[src/rstctl_pkg.sv]
// constants shared by the reset supervision block
package rstctl_pkg;
  // clock and timing
  localparam int CLK_PERIOD_NS = 10;
  localparam int BROWNOUT_MIN_PULSE_NS = 2000;
  localparam int BROWNOUT_MIN_CYCLES =
    (BROWNOUT_MIN_PULSE_NS + CLK_PERIOD_NS - 1) / CLK_PERIOD_NS;
  localparam int REF_STARTUP_NS = 40000;
  localparam int STARTUP_DELAY_CYCLES = 16;
  // brown-out level fuse code that switches the detector off
  localparam logic [2:0] BROWNOUT_OFF_CODE = 3'h7;
  // register map
  localparam int APB_AW = 12;
  localparam logic [11:0] ADDR_CAUSE = 12'h000;
  localparam logic [11:0] ADDR_WDOG = 12'h004;
  // reset cause field positions and reset value
  localparam int WATCHDOG_RESET_FLAG_POS = 3;
  localparam int BROWNOUT_RESET_FLAG_POS = 2;
  localparam int EXTERNAL_RESET_FLAG_POS = 1;
  localparam int POWERON_RESET_FLAG_POS = 0;
  localparam logic [3:0] CAUSE_RESET = 4'h1;
  // watchdog control field positions
  localparam int IRQ_FLAG_POS = 7;
  localparam int IRQ_EN_POS = 6;
  localparam int PRESCALE_HI_POS = 5;
  localparam int CHANGE_EN_POS = 4;
  localparam int RESET_EN_POS = 3;
  localparam int PRESCALE_LO_POS = 0;
  localparam logic [3:0] PRESCALE_RESET = 4'h0;
  // watchdog period
  localparam int WDOG_CNT_W = 20;
  localparam logic [19:0] WDOG_BASE_CYCLES = 20'h00800;
  localparam logic [3:0] PRESCALE_MAX = 4'h9;
  localparam logic [2:0] CHANGE_WINDOW = 3'h4;
endpackage : rstctl_pkg

[src/brownout_filter.sv]
// glitch filter for the brown-out comparator output
`timescale 1ns/100ps
module brownout_filter #(
  parameter int MIN_CYCLES = rstctl_pkg::BROWNOUT_MIN_CYCLES
) (
  input wire logic clk_i,
  input wire logic rst_n_i,
  input wire logic enable_i,
  input wire logic low_i,
  output logic reset_o
);
  localparam int W = $clog2(MIN_CYCLES + 1);
  localparam logic [W-1:0] LAST = W'(MIN_CYCLES - 1);
  logic [W-1:0] cnt;

  if (MIN_CYCLES < 1)
  begin : g_chk
    $error("brownout_filter: MIN_CYCLES must be at least 1");
  end

  // count consecutive low cycles, reset only after a sustained dip
  always_ff @(posedge clk_i)
  begin
    if (!rst_n_i || !enable_i || !low_i)
    begin
      cnt <= '0;
      reset_o <= 1'b0;
    end
    else
    begin
      if (cnt != LAST)
      begin
        cnt <= cnt + W'(1);
      end
      reset_o <= (cnt == LAST);
    end
  end
endmodule : brownout_filter

[src/startup_delay.sv]
// start-up delay counter that stretches the internal reset
`timescale 1ns/100ps
module startup_delay #(
  parameter int DELAY_CYCLES = rstctl_pkg::STARTUP_DELAY_CYCLES
) (
  input wire logic clk_i,
  input wire logic rst_n_i,
  input wire logic hold_i,
  output logic reset_o
);
  localparam int W = $clog2(DELAY_CYCLES + 1);
  localparam logic [W-1:0] LOAD = W'(DELAY_CYCLES);
  logic [W-1:0] cnt;

  if (DELAY_CYCLES < 1)
  begin : g_chk
    $error("startup_delay: DELAY_CYCLES must be at least 1");
  end

  // reload while any source holds, count down once all have gone
  always_ff @(posedge clk_i)
  begin
    if (!rst_n_i)
    begin
      cnt <= LOAD;
      reset_o <= 1'b1;
    end
    else if (hold_i)
    begin
      cnt <= LOAD;
      reset_o <= 1'b1;
    end
    else
    begin
      if (cnt != '0)
      begin
        cnt <= cnt - W'(1);
      end
      reset_o <= (cnt > W'(1));
    end
  end
endmodule : startup_delay

[src/watchdog_reset_control.sv]
// reset supervision: brown-out, watchdog, reset cause and reference enable
//
// Chosen here: the address map and register access over APB.
`timescale 1ns/100ps
module watchdog_reset_control #(
  parameter int BROWNOUT_MIN_CYCLES = rstctl_pkg::BROWNOUT_MIN_CYCLES,
  parameter int STARTUP_DELAY_CYCLES = rstctl_pkg::STARTUP_DELAY_CYCLES
) (
  input wire logic clk_i,
  input wire logic rst_n_i,
  // apb slave
  input wire logic psel_i,
  input wire logic penable_i,
  input wire logic pwrite_i,
  input wire logic [rstctl_pkg::APB_AW-1:0] paddr_i,
  input wire logic [31:0] pwdata_i,
  output logic [31:0] prdata_o,
  output logic pready_o,
  output logic pslverr_o,
  // reset sources and fuses
  input wire logic poweron_i,
  input wire logic external_reset_i,
  input wire logic supply_low_i,
  input wire logic [2:0] brownout_level_fuses_i,
  input wire logic watchdog_always_on_fuse_i,
  // watchdog oscillator and cpu side
  input wire logic wdog_osc_i,
  input wire logic wdog_restart_i,
  input wire logic wdog_irq_ack_i,
  // reference consumers
  input wire logic comparator_bandgap_select_i,
  input wire logic adc_enable_i,
  input wire logic dac_enable_i,
  // outputs
  output logic cpu_reset_o,
  output logic wdog_reset_pulse_o,
  output logic wdog_irq_o,
  output logic brownout_enable_o,
  output logic ref_power_o
);
  localparam int CW = rstctl_pkg::WDOG_CNT_W;

  logic brownout_detector_en;
  logic brownout_reset;
  logic any_source;
  logic [3:0] reset_cause_register;
  logic [3:0] next_cause;
  logic watchdog_reset_enable;
  logic watchdog_irq_enable;
  logic watchdog_irq_flag;
  logic [3:0] watchdog_prescale_select;
  logic [2:0] change_cnt;
  logic change_open;
  logic reset_en_eff;
  logic irq_en_eff;
  logic running;
  logic osc_q;
  logic osc_tick;
  logic [CW-1:0] wdog_cnt;
  logic [CW-1:0] wdog_limit;
  logic timeout;
  logic irq_timeout;
  logic reset_timeout;
  logic apb_access;
  logic apb_done;
  logic hit_cause;
  logic hit_wdog;
  logic wr_cause;
  logic wr_wdog;
  logic unlock_wr;
  logic window_wr;
  logic [31:0] rd_mux;

  // brown-out enable decode
  assign brownout_detector_en =
    (brownout_level_fuses_i != rstctl_pkg::BROWNOUT_OFF_CODE);

  brownout_filter #(
    .MIN_CYCLES(BROWNOUT_MIN_CYCLES)
  ) u_filter (
    .clk_i(clk_i),
    .rst_n_i(rst_n_i),
    .enable_i(brownout_detector_en),
    .low_i(supply_low_i),
    .reset_o(brownout_reset)
  );

  // any active source holds the cpu, one clock delay on entry
  assign any_source = poweron_i | external_reset_i | brownout_reset
    | wdog_reset_pulse_o;

  startup_delay #(
    .DELAY_CYCLES(STARTUP_DELAY_CYCLES)
  ) u_delay (
    .clk_i(clk_i),
    .rst_n_i(rst_n_i),
    .hold_i(any_source),
    .reset_o(cpu_reset_o)
  );

  // apb decode, one wait state in every access
  assign apb_access = psel_i & penable_i;
  assign apb_done = apb_access & pready_o;
  assign hit_cause = (paddr_i == rstctl_pkg::ADDR_CAUSE);
  assign hit_wdog = (paddr_i == rstctl_pkg::ADDR_WDOG);
  assign wr_cause = apb_done & pwrite_i & hit_cause;
  assign wr_wdog = apb_done & pwrite_i & hit_wdog & ~cpu_reset_o;
  assign unlock_wr = wr_wdog & pwdata_i[rstctl_pkg::CHANGE_EN_POS]
    & pwdata_i[rstctl_pkg::RESET_EN_POS];
  assign window_wr = wr_wdog & change_open
    & ~pwdata_i[rstctl_pkg::CHANGE_EN_POS];

  // apb handshake and registered read data
  always_ff @(posedge clk_i)
  begin
    if (!rst_n_i)
    begin
      pready_o <= 1'b0;
      pslverr_o <= 1'b0;
      prdata_o <= 32'h0000_0000;
    end
    else
    begin
      pready_o <= apb_access & ~pready_o;
      if (apb_access & ~pready_o)
      begin
        pslverr_o <= ~(hit_cause | hit_wdog);
        prdata_o <= pwrite_i ? 32'h0000_0000 : rd_mux;
      end
    end
  end

  // read mux, unmapped and reserved bits read zero
  always_comb
  begin
    if (hit_cause)
    begin
      rd_mux = {28'h000_0000, reset_cause_register};
    end
    else if (hit_wdog)
    begin
      rd_mux = 32'h0000_0000;
      rd_mux[rstctl_pkg::IRQ_FLAG_POS] = watchdog_irq_flag;
      rd_mux[rstctl_pkg::IRQ_EN_POS] = irq_en_eff;
      rd_mux[rstctl_pkg::PRESCALE_HI_POS] = watchdog_prescale_select[3];
      rd_mux[rstctl_pkg::CHANGE_EN_POS] = change_open;
      rd_mux[rstctl_pkg::RESET_EN_POS] = reset_en_eff;
      rd_mux[rstctl_pkg::PRESCALE_LO_POS +: 3] = watchdog_prescale_select[2:0];
    end
    else
    begin
      rd_mux = 32'h0000_0000;
    end
  end

  // next reset cause: software clears, sources set and win
  always_comb
  begin
    next_cause = reset_cause_register;
    if (wr_cause)
    begin
      next_cause = reset_cause_register & pwdata_i[3:0];
    end
    if (poweron_i)
    begin
      next_cause = 4'h0;
      next_cause[rstctl_pkg::POWERON_RESET_FLAG_POS] = 1'b1;
    end
    else
    begin
      if (wdog_reset_pulse_o)
      begin
        next_cause[rstctl_pkg::WATCHDOG_RESET_FLAG_POS] = 1'b1;
      end
      if (brownout_reset)
      begin
        next_cause[rstctl_pkg::BROWNOUT_RESET_FLAG_POS] = 1'b1;
      end
      if (external_reset_i)
      begin
        next_cause[rstctl_pkg::EXTERNAL_RESET_FLAG_POS] = 1'b1;
      end
    end
  end

  // reset cause register
  always_ff @(posedge clk_i)
  begin
    if (!rst_n_i)
    begin
      reset_cause_register <= rstctl_pkg::CAUSE_RESET;
    end
    else
    begin
      reset_cause_register <= next_cause;
    end
  end

  // effective mode bits, fuse and reset flag override
  assign reset_en_eff = watchdog_reset_enable | watchdog_always_on_fuse_i
    | reset_cause_register[rstctl_pkg::WATCHDOG_RESET_FLAG_POS];
  assign irq_en_eff = watchdog_irq_enable & ~watchdog_always_on_fuse_i;
  assign running = reset_en_eff | irq_en_eff;

  // change window, closes four cycles after unlock
  always_ff @(posedge clk_i)
  begin
    if (!rst_n_i || cpu_reset_o)
    begin
      change_cnt <= 3'h0;
    end
    else if (unlock_wr)
    begin
      change_cnt <= rstctl_pkg::CHANGE_WINDOW;
    end
    else if (change_cnt != 3'h0)
    begin
      change_cnt <= change_cnt - 3'h1;
    end
  end
  assign change_open = (change_cnt != 3'h0);

  // watchdog control bits
  always_ff @(posedge clk_i)
  begin
    if (!rst_n_i || cpu_reset_o)
    begin
      watchdog_reset_enable <= 1'b0;
      watchdog_irq_enable <= 1'b0;
      watchdog_prescale_select <= rstctl_pkg::PRESCALE_RESET;
    end
    else
    begin
      if (wr_wdog)
      begin
        watchdog_irq_enable <= pwdata_i[rstctl_pkg::IRQ_EN_POS];
        if (pwdata_i[rstctl_pkg::RESET_EN_POS])
        begin
          watchdog_reset_enable <= 1'b1;
        end
        else if (window_wr)
        begin
          watchdog_reset_enable <= 1'b0;
        end
        if (window_wr)
        begin
          watchdog_prescale_select <= {pwdata_i[rstctl_pkg::PRESCALE_HI_POS],
            pwdata_i[rstctl_pkg::PRESCALE_LO_POS +: 3]};
        end
      end
      if (wdog_irq_ack_i && watchdog_irq_flag && reset_en_eff)
      begin
        watchdog_irq_enable <= 1'b0;
      end
    end
  end

  // interrupt flag: timeout sets and wins, write one or ack clears
  always_ff @(posedge clk_i)
  begin
    if (!rst_n_i || cpu_reset_o)
    begin
      watchdog_irq_flag <= 1'b0;
    end
    else if (irq_timeout)
    begin
      watchdog_irq_flag <= 1'b1;
    end
    else if (wdog_irq_ack_i || (wr_wdog && pwdata_i[rstctl_pkg::IRQ_FLAG_POS]))
    begin
      watchdog_irq_flag <= 1'b0;
    end
  end

  // period: 2048 oscillator cycles doubled per code step up to code 9, higher codes as 9
  always_comb
  begin
    if (watchdog_prescale_select > rstctl_pkg::PRESCALE_MAX)
    begin
      wdog_limit = (rstctl_pkg::WDOG_BASE_CYCLES << rstctl_pkg::PRESCALE_MAX)
        - 20'h00001;
    end
    else
    begin
      wdog_limit = (rstctl_pkg::WDOG_BASE_CYCLES << watchdog_prescale_select)
        - 20'h00001;
    end
  end

  // oscillator edge detect
  always_ff @(posedge clk_i)
  begin
    if (!rst_n_i)
    begin
      osc_q <= 1'b0;
    end
    else
    begin
      osc_q <= wdog_osc_i;
    end
  end
  assign osc_tick = wdog_osc_i & ~osc_q;

  // watchdog counter on oscillator edges
  always_ff @(posedge clk_i)
  begin
    if (!rst_n_i || cpu_reset_o || !running || wdog_restart_i)
    begin
      wdog_cnt <= '0;
    end
    else if (osc_tick)
    begin
      if (wdog_cnt == wdog_limit)
      begin
        wdog_cnt <= '0;
      end
      else
      begin
        wdog_cnt <= wdog_cnt + 20'h00001;
      end
    end
  end

  // time-out action by mode
  assign timeout = osc_tick & running & ~wdog_restart_i & ~cpu_reset_o
    & (wdog_cnt == wdog_limit);
  assign irq_timeout = timeout & irq_en_eff
    & ~(reset_en_eff & watchdog_irq_flag);
  assign reset_timeout = timeout & reset_en_eff & ~irq_timeout;

  // one clock reset pulse
  always_ff @(posedge clk_i)
  begin
    if (!rst_n_i)
    begin
      wdog_reset_pulse_o <= 1'b0;
    end
    else
    begin
      wdog_reset_pulse_o <= reset_timeout & ~wdog_reset_pulse_o;
    end
  end

  // registered status outputs
  always_ff @(posedge clk_i)
  begin
    if (!rst_n_i)
    begin
      wdog_irq_o <= 1'b0;
      brownout_enable_o <= 1'b0;
      ref_power_o <= 1'b0;
    end
    else
    begin
      wdog_irq_o <= watchdog_irq_flag & irq_en_eff;
      brownout_enable_o <= brownout_detector_en;
      ref_power_o <= brownout_detector_en | comparator_bandgap_select_i
        | adc_enable_i | dac_enable_i;
    end
  end
endmodule : watchdog_reset_control

[config.mk]
export PLATFORM = sky130hd
export DESIGN_NAME = watchdog_reset_control
export DESIGN_NICKNAME = d
export VERILOG_FILES = /design/src/rstctl_pkg.sv /design/src/brownout_filter.sv /design/src/startup_delay.sv /design/src/watchdog_reset_control.sv
export SDC_FILE = /design/constraint.sdc
export NUM_CORES = 1
export LEC_CHECK = 0
export BUFFER_PORTS_ARGS = -buffer_cell sky130_fd_sc_hd__buf_2
export CAP_MARGIN = 20
export CORE_MARGIN = 5
export CORE_UTILIZATION = 52
export CTS_CLUSTER_SIZE = 24
export DETAILED_ROUTE_END_ITERATION = 8
export HOLD_SLACK_MARGIN = 0.12
export MAX_ROUTING_LAYER = met4
export PLACE_DENSITY_LB_ADDON = 0.1
export SLEW_MARGIN = 15
export SYNTH_ARGS = -nofsm -noshare
export SYNTH_HDL_FRONTEND = slang
export SYNTH_SLANG_ARGS = --single-unit
[constraint.sdc]
create_clock -name clk_i -period 3.3 [get_ports clk_i]
set_clock_uncertainty 0.1 [all_clocks]
set_input_delay 0.825 -clock clk_i [delete_from_list [all_inputs] [get_ports clk_i]]
set_output_delay 0.825 -clock clk_i [all_outputs]
set_load 0.02 [all_outputs]
# After elaboration in Yosys (flattened, before gate mapping)
# Index checks and enable logic that the tools add are counted.
# totals
reg_bits,88
in_bits,62
out_inout_bits,39
wordCells,125
# op_classes
add_sub_neg,5
n_lt_le_gt_ge,2
eq_ne,5
shift,1
mux,15
n_bitwise,46
n_reduce_logical,28
# op_table
operator,count
$mux 20,2
$mux 32,1
$and 1x1->1,24
$add 20x1->20 const B,1
$eq 20x20->1,1
$shl 12x4->20 const A,1
$sub 20x1->20 const B,1
$mux 8,2
$eq 12x3->1 const B,1
$logic_not 12->1,1
$reduce_bool 2->1,6
$not 1->1,11
$or 1x1->1,10
$add 8x1->8 const B,1
$eq 8x8->1 const B,1
$ne 8x8->1 const B,1
$reduce_or 2->1,4
$mux 1,7
$logic_or 1x1->1,6
$mux 3,2
$gt 5x1->1 const B,1
$reduce_bool 5->1,1
$sub 5x1->5 const B,1
$and 4x4->4,1
8 further kinds,14

# Depth between registers and ports, before layout
# Gate-level depths: netlist of run 1.
# depth
word_depth,12
ltp_mapped,12
mapped_depth_nobuf,9

# Cells and area by module
# A second synthesis of run 1 with hierarchy kept.
# unflattened
hier_cells,393
area_unflattened_um2,3463.3
# by_module_without_submodules
module,n_inst,cells_each,area_each_um2
watchdog_reset_control,1,315,2765.2
brownout_filter,1,47,404.1
startup_delay,1,31,294.0

# Worst setup path after synthesis of run 1
# No wires, ideal clock.
# synth_path
kind,register -> register
start,register watchdog_prescale_select[1]
end,register wdog_cnt[0]
setup_time_ns,0.136
t_arrival_ns,2.525
required_time_ns,3.064
path_slack_ns,0.539
stages_incl_launch_ff,12
n_path_buf,3
period_less_slack_ns,2.761
cell_sequence,dfxtp_1 > or4_1 > ha_1 > buf_2 > nor4b_2 > nor4_2 > xor2_1 > and4_1 > and4b_1 > buf_4 > buf_8 > nor3_2
# synth_via
elab_chain_cells,5
# synth_lines
element,line_no,rtl
start: declaration,watchdog_reset_control.sv:51,logic [3:0] watchdog_prescale_select;
start signal: assignment,watchdog_reset_control.sv:230,watchdog_prescale_select <= rstctl_pkg::PRESCALE_RESET;
start signal: assignment,watchdog_reset_control.sv:247,"watchdog_prescale_select <= {pwdata_i[rstctl_pkg::PRESCALE_HI_POS],"
$shl 12x4->20,watchdog_reset_control.sv:285,wdog_limit = (rstctl_pkg::WDOG_BASE_CYCLES << watchdog_prescale_select)
$sub 20x1->20,watchdog_reset_control.sv:286,- 20'h00001;
$mux 20 (*),watchdog_reset_control.sv:278,if (watchdog_prescale_select > rstctl_pkg::PRESCALE_MAX)
$eq 20x20->1 (*),watchdog_reset_control.sv:313,if (wdog_cnt == wdog_limit)
$mux 20 (*),watchdog_reset_control.sv:313,
end signal: assignment,watchdog_reset_control.sv:319,wdog_cnt <= wdog_cnt + 20'h00001;
end: declaration,watchdog_reset_control.sv:59,logic [CW-1:0] wdog_cnt;
# Mark *: on every way between the ends. The rest lies on a longest branch, timed or not.
# A chain may end at the register's enable or synchronous reset.

# Final worst setup path of run 1
# layout_path
start,register watchdog_prescale_select[0]
end,register wdog_cnt[13]
# The elaborated chain is that of the path after synthesis.

==> results of run 1 <==
## cell families after synthesis
logic type | after synthesis | synth area share (%)
flip-flops | 64 | 38.10
AO/OA/AOI/OAI | 54 | 10.45
multiplexers | 7 | 2.195
AND/OR/NAND/NOR | 165 | 28.79
XOR/XNOR | 30 | 7.812
other | 1 | 0.1115
adder cells (fa/ha/maj) | 8 | 2.976
buffers and inverters | 54 | 9.561
## metal layers
layer | part of all wire [%] | wire length (µm) | vias up
li1 | - | - | 1402
met1 | 45 | 3080 | 1261
met2 | 49 | 3374 | 62
met3 | 4.6 | 316 | 10
met4 | 1.3 | 86 | 0
met5 | 0 | 0 | -
## cell type report
| class | instances | share of cell area, % |
|---|---|---|
| clock inverters | 7 | 1.296 |
| flip-flops and latches | 64 | 34.02 |
| inverters | 15 | 1.495 |
| well taps | 77 | 2.558 |
| multi-input cells | 288 | 49.04 |
| repair buffers | 59 | 8.306 |
| clock buffers | 9 | 3.289 |
## registers in the layout, indices dropped and copies added (netlist names), 3 cells and up
signal	cells
change_cnt	3
prdata_o	8
reset_cause_register	4
u_delay.cnt	5
u_filter.cnt	8
watchdog_prescale_select	4
wdog_cnt	20
## power breakdown
| part | switching [mW] | internal (mW) | total, mW |
|---|---|---|---|
| Sequential | 0.00543 | 0.780 | 0.786 |
| Clock | 0.310 | 0.270 | 0.580 |
| Combinational | 0.0625 | 0.0349 | 0.0973 |
| Total | 0.378 | 1.09 | 1.46 |
## Yosys cell counts (all sizes together), types with 4 or more instances
library cell / number / share of area (%)
nor3: 27 / 5.5
dfxtp: 64 / 38
nand2: 21 / 2.3
nand4: 8 / 1.5
nand2b: 7 / 1.3
a22oi: 7 / 1.6
nor2b: 4 / 0.74
nor4: 6 / 1.3
inv: 15 / 1.7
mux2i: 4 / 1.2
ha: 8 / 3.0
nor2: 40 / 4.5
and3: 9 / 1.7
buf: 30 / 6.9
o21ai: 10 / 1.5
a21oi: 17 / 2.5
or4: 4 / 1.0
xnor2: 17 / 4.4
or3: 4 / 0.74
nand3: 17 / 2.5
xor2: 13 / 3.4
clkbuf: 9 / 1.0
## worst min path at each step
stage	from	to	slack (ps)	cells past startpoint
floorplan	watchdog_reset_enable$_SDFFE_PP0P_	watchdog_reset_enable$_SDFFE_PP0P_	330	2
global placement	prdata_o[3]$_SDFFE_PN0P_	prdata_o[3]$_SDFFE_PN0P_	340	2
detailed placement	watchdog_reset_enable$_SDFFE_PP0P_	watchdog_reset_enable$_SDFFE_PP0P_	350	2
CTS	watchdog_reset_enable$_SDFFE_PP0P_	watchdog_reset_enable$_SDFFE_PP0P_	360	2
global route	watchdog_reset_enable$_SDFFE_PP0P_	watchdog_reset_enable$_SDFFE_PP0P_	390	2
finish	prdata_o[3]$_SDFFE_PN0P_	prdata_o[3]$_SDFFE_PN0P_	360	2
## worst reg2reg max path, delay by kind of cell, from the launching register on
kind                     cells  cell delay, ps
AND/OR/NAND/NOR              6            1550
adder cells (fa/ha/maj)      1             340
XOR/XNOR                     1             250
flip-flops                   1             310
buffers and inverters        1             240
## per-stage QoR
step                setup slack, ps  cell area [µm²]  instances
floorplan                     539.2             3450        406
global placement              423.4             3593        503
detailed placement            389.2             3593        503
CTS                           385.3             3766        519
global route                  210.3             3766        519
finish                        390.9             3766        519
==> summary.txt, run 1 <==
Critical path
  • Family with the most delay on the worst path: simple AND/OR/NAND/NOR gates
  • Cell count of the worst reg-to-reg path: 9
  • Reg2Reg Setup Slack: 390 ps
  • CP Launch Type: flop
  • Reg-to-reg endpoint: wdog_cnt[13]$_SDFFE_PP0P_
  • Crit. Startpoint: watchdog_prescale_select[0]$_SDFFE_PP0P_
  • Critical path capture point type: flop
  • CP max-delay cell: or4_1
  • Worst setup endpoint: wdog_cnt[13]$_SDFFE_PP0P_
  • Setup CP Type: reg2reg
  • Stages on the worst setup path: 9
  • Crit path largest cell delay: 570 ps
  • R2r startpoint: watchdog_prescale_select[0]$_SDFFE_PP0P_
  • Arr. time, crit path: 3030 ps
  • Worst path bufs/invs: 1
  • CP required: 3420 ps
  • Cell-by-cell trace of the critical path: or4_1 > ha_1 > nor4b_2 > nor4_2 > xor2_1 > and4_1 > and4b_1 > buf_4 > nor3_1
  • Crit-path max FO: 14

Layout
  • Share of layout cells above drive strength 1: 22.40%
  • Commonest cells after routing, fill and taps aside: dfxtp_1 (64), buf_2 (52), nor2_1 (39), conb_1 (24), nand2_1 (21)
  • Storage cell area: 1281 µm²
  • Most common cell after layout, fill and taps aside: dfxtp_1
  • Area of the multi-input gates: 1847 µm²
  • Fin nets: 507
  • Ant. Diodes: 0
  • Util after Layout: 59.65%
  • Fillers: 612
  • Area growth from synthesis to layout: 11.98%

STA
  • Worst hold slack: 357.1 ps
  • Fin. max-slew vios: 0
  • Setup total negative slack: 0 ps
  • Slew HR: 62.66%
  • Setup violations, final: 0
  • Slew @ Worst Pin: 557.7 ps
  • Fin crit share: 88.15%
  • Final Hold Viols: 0
  • Tmin final: 2909 ps
  • Fmax: 343.7 MHz
  • RSZ-0062 raised after global routing: false

Route
  • DR iter-0 viols: 113
  • DRC: 0
  • Wirelength per Cell: 13.21 µm
  • Post-DRT Antenna Nets: 0
  • Post-Route WL: 6857 µm
  • Total number of vias: 2735
  • Drt first pass iters: 4
  • Vias per cell: 5.270

Yosys
  • Synth async-reset ratio: 0%
  • Sequential share of the synthesized area: 38.10%
  • Top_reg_cell synth: dfxtp_1
  • #FFs+latches synth: 64
  • Cells after Synth: 383
  • Yosys warnings: 0
  • Number of synthesized flops with an enable pin: 0
  • Distinct cell type count after synthesis: 57
  • Mean Syn Cell Area: 8.781 µm²
  • Mapped cell area: 3363 µm²

Global routing
  • Layer with the highest usage: met2
  • Met2 Use GR: 28.48%
  • Largest net degree at the start of global routing: 21
  • Total Routing Usage GR: 17.46%
  • GR Layer Usage met3: 3.833%
  • Global-route wire length before repair: 11590 µm
  • Global route total overflow: 0
  • Initial antenna violation count: 0
  • Routing usage on met1: 20.83%
  • Vias in the first global route: 2578

Clock tree
  • Worst skew pair latency: 340 ps
  • H-tree Lvls: 3
  • CTS buffer count: 9
  • CTS tree: done
  • Root buf cell: clkbuf_8
  • Post_cts resized: 0
  • Clk buf depth: 2
  • Clock transition at path regs: 70 ps
  • CTS Hold Bufs: 0
  • Clk sink count: 64
  • Setup Buffers After CTS: 0

Placement
  • Routability cong.: 0.7857
  • Dpl hpwl: 5194 µm
  • I/O Buffers: 52

Floorplan
  • CORE AREA: 6314 µm²
  • IO Pins: 101
  • Chip Width: 90.42 µm
  • Initial Utilization: 53.27%
  • Die Area: 8176 µm²
  • # rows: 29
  • Die H: 90.42 µm

Pwr
  • Max VDD drop: 0.2333 mV
  • Total chip power: 1.463 mW
  • Pwr dens: 388.5 nW/µm²
  • Static leakage: 1.442 nW

Run status
  • Outcome: complete, no violations

Worst hold path
  • Hold Path Class: reg2reg

Flow run
  • Max_cap viols: 0
No activity file was read; power rests on OpenSTA's default activity.
==> inputs of run 2 (changes only) <==
--- a/config.mk
+++ b/config.mk
@@ -8,7 +8,7 @@
 export BUFFER_PORTS_ARGS = -buffer_cell sky130_fd_sc_hd__buf_2
 export CAP_MARGIN = 20
 export CORE_MARGIN = 5
-export CORE_UTILIZATION = 52
+export CORE_UTILIZATION = 35
 export CTS_CLUSTER_SIZE = 24
 export DETAILED_ROUTE_END_ITERATION = 8
 export HOLD_SLACK_MARGIN = 0.12
==> run 2 against run 1 <==
  * Sequential share of layout area fell by 0.92 points
  * Maximum frequency up 1.5%
  * Register-to-register slack better by 40 ps
  * Count of clock-buffer cells in the layout is 2 higher
  * Global-route usage shrank 3.6 points
  * Wire length is 10% higher
  * Highest routed layer unchanged
==> summary.txt, run 2 (synthesized netlist as in run 1, its figures left out) <==
Route
  • DRC: 0 (unchanged)
  • Vias per cell: 4.805 (-8.8%)
  • Total number of vias: 2739 (+0.15%)
  • DR iter-0 viols: 67 (-41%)
  • Post-Route WL: 7568 µm (+10%)
  • Drt first pass iters: 4 (unchanged)
  • Wirelength per Cell: 13.28 µm (+0.49%)
  • Post-DRT Antenna Nets: 0 (unchanged)

Critical path
  • CP max-delay cell: or4_1
  • Family with the most delay on the worst path: simple AND/OR/NAND/NOR gates
  • Reg2Reg Setup Slack: 440 ps (+40 ps)
  • Crit-path max FO: 10 (-4)
  • Cell-by-cell trace of the critical path: or4_1 > ha_1 > nor4b_2 > nor4_2 > xor2_1 > and4_1 > and4b_1 > buf_4 > nor3_1
  • Critical path capture point type: flop
  • CP Launch Type: flop
  • Crit path largest cell delay: 560 ps (about the same)
  • Setup CP Type: reg2reg
  • Arr. time, crit path: 2950 ps (-80 ps)
  • Cell count of the worst reg-to-reg path: 9 (unchanged)
  • CP required: 3390 ps (-30 ps)
  • Reg-to-reg endpoint: wdog_cnt[13]$_SDFFE_PP0P_
  • R2r startpoint: watchdog_prescale_select[0]$_SDFFE_PP0P_
  • Worst path bufs/invs: 1 (unchanged)

Clock tree
  • Root buf cell: clkbuf_8
  • Clk buf depth: 2 (unchanged)
  • Setup Buffers After CTS: 0 (unchanged)
  • Worst skew pair latency: 330 ps (about the same)
  • CTS tree: done
  • Post_cts resized: 0 (unchanged)
  • Clk sink count: 64 (unchanged)
  • Clock transition at path regs: 60 ps (about the same)
  • H-tree Lvls: 3 (unchanged)
  • CTS buffer count: 9 (unchanged)
  • CTS Hold Bufs: 0 (unchanged)

Worst hold path
  • Worst hold start: watchdog_reset_enable$_SDFFE_PP0P_
  • WHS Path Cells: 2 (unchanged)
  • Hold Path Class: reg2reg
  • Hold path endpoint: watchdog_reset_enable$_SDFFE_PP0P_

Layout
  • Share of layout cells above drive strength 1: 22.45% (+0.051 points)
  • Fin nets: 508 (+0.20%)
  • Fillers: 981 (+60%)
  • Largest register FFs: 20 (unchanged)
  • Top flop regs: wdog_cnt: 20 flops, prdata_o: 8 flops, u_filter.cnt: 8 flops
  • Most common cell after layout, fill and taps aside: dfxtp_1
  • Commonest cells after routing, fill and taps aside: dfxtp_1 (64), buf_2 (52), nor2_1 (39), conb_1 (24), nand2_1 (21)
  • Area growth from synthesis to layout: 15.10%
  • Most flops, register: wdog_cnt
  • Ant. Diodes: 0 (unchanged)
  • Util after Layout: 41.70% (-18 points)

Pwr
  • Static leakage: 1.471 nW (+2.0%)
  • Pwr dens: 401.7 nW/µm² (+3.4%)
  • Max VDD drop: 0.2289 mV (-1.9%)
  • Total chip power: 1.555 mW (+6.3%)

STA
  • Setup ws final: 435.0 ps (+44.11 ps)
  • Setup violations, final: 0 (unchanged)
  • Fin crit share: 86.82% (-1.3 points)
  • Tmin final: 2865 ps (-44.11 ps)
  • Setup total negative slack: 0 ps (unchanged)
  • Slew @ Worst Pin: 619.8 ps (+62.15 ps)
  • Fmax: 349.0 MHz (+1.5%)
  • Final Hold Viols: 0 (unchanged)
  • Fin. max-slew vios: 0 (unchanged)
  • RSZ-0062 raised after global routing: false
  • Slew HR: 58.67% (-4.0 points)

Global routing
  • Largest net degree at the start of global routing: 16 (-24%)
  • Total Routing Usage GR: 13.85% (-3.6 points)
  • Initial antenna violation count: 0 (unchanged)
  • Global-route wire length before repair: 12360 µm (+6.7%)
  • Global route total overflow: 0 (unchanged)
  • Vias in the first global route: 2635 (+2.2%)

Floorplan
  • CORE AREA: 9284 µm² (+47%)
  • Chip Width: 108.0 µm (+19%)
  • Die Area: 11670 µm² (+43%)
  • IO Pins: 101 (unchanged)
  • # rows: 35 (+21%)
  • Die H: 108.0 µm (+19%)
  • Initial Utilization: 36.23% (-17 points)

Placement
  • Routability cong.: 0.7995 (+1.8%)
  • Dpl hpwl: 5905 µm (+14%)
  • I/O Buffers: 52 (unchanged)
  • DP Worst Slack: 442.3 ps (+53.07 ps)

Run status
  • Outcome: complete, no violations

Flow run
  • Max_cap viols: 0 (unchanged)
-- run 2: worst max path at each step --
stage | from | to | cells after the start | slack (ps)
after detailed placement | watchdog_prescale_select[0]$_SDFFE_PP0P_ | wdog_cnt[13]$_SDFFE_PP0P_ | 9 | 440
after global placement | watchdog_prescale_select[0]$_SDFFE_PP0P_ | wdog_cnt[14]$_SDFFE_PP0P_ | 9 | 430
after CTS | watchdog_prescale_select[0]$_SDFFE_PP0P_ | wdog_cnt[13]$_SDFFE_PP0P_ | 9 | 430
after global routing | watchdog_prescale_select[0]$_SDFFE_PP0P_ | wdog_cnt[13]$_SDFFE_PP0P_ | 9 | 270
after floorplan | watchdog_prescale_select[1]$_SDFFE_PP0P_ | wdog_cnt[0]$_SDFFE_PP0P_ | 11 | 540
final | watchdog_prescale_select[0]$_SDFFE_PP0P_ | wdog_cnt[13]$_SDFFE_PP0P_ | 9 | 440
-- run 2: per-layer routing --
metal / global-route usage [%] / part of all wire, %
met1: 15.92 / 45
met2: 23.58 / 50
met3: 4.597 / 3.9
met4: 2.976 / 0.83
met5: - / 0
-- run 2: power breakdown --
group	leakage, nW	internal, mW	switching [mW]	total [mW]
registers	0.518	0.781	0.00569	0.786
clock network	0.0973	0.381	0.290	0.670
logic	0.856	0.0350	0.0636	0.0986
total	1.47	1.20	0.359	1.56
-- run 2: worst register-to-register path, cell delays in order (launching register included) --
cell     delay (ps)
dfxtp_1         310
or4_1           560
ha_1            340
nor4b_2         210
nor4_2          290
xor2_1          200
and4_1          220
and4b_1         220
buf_4           200
nor3_1           70
-- run 2: cell type report --
type                    count  area [µm²]  share of cell area [%]
repair buffers             60       327.8                   8.468
multi-input cells         288        1851                   47.80
well taps                 129       161.4                   4.169
clock inverters             3       42.54                   1.099
flip-flops and latches     64        1281                   33.10
inverters                  15       56.30                   1.454
clock buffers              11       151.4                   3.911
-- run 2: per-stage QoR --
| stage | area, µm² | hold WS, ps | cells |
|---|---|---|---|
| 2_1_floorplan | 3450 | 332.0 | 406 |
| 3_3_place_gp | 3662 | 343.0 | 555 |
| 3_5_place_dp | 3677 | 344.7 | 556 |
| 4_1_cts | 3871 | 353.5 | 570 |
| 5_1_grt | 3871 | 398.0 | 570 |
| 6_report | 3871 | 352.7 | 570 |
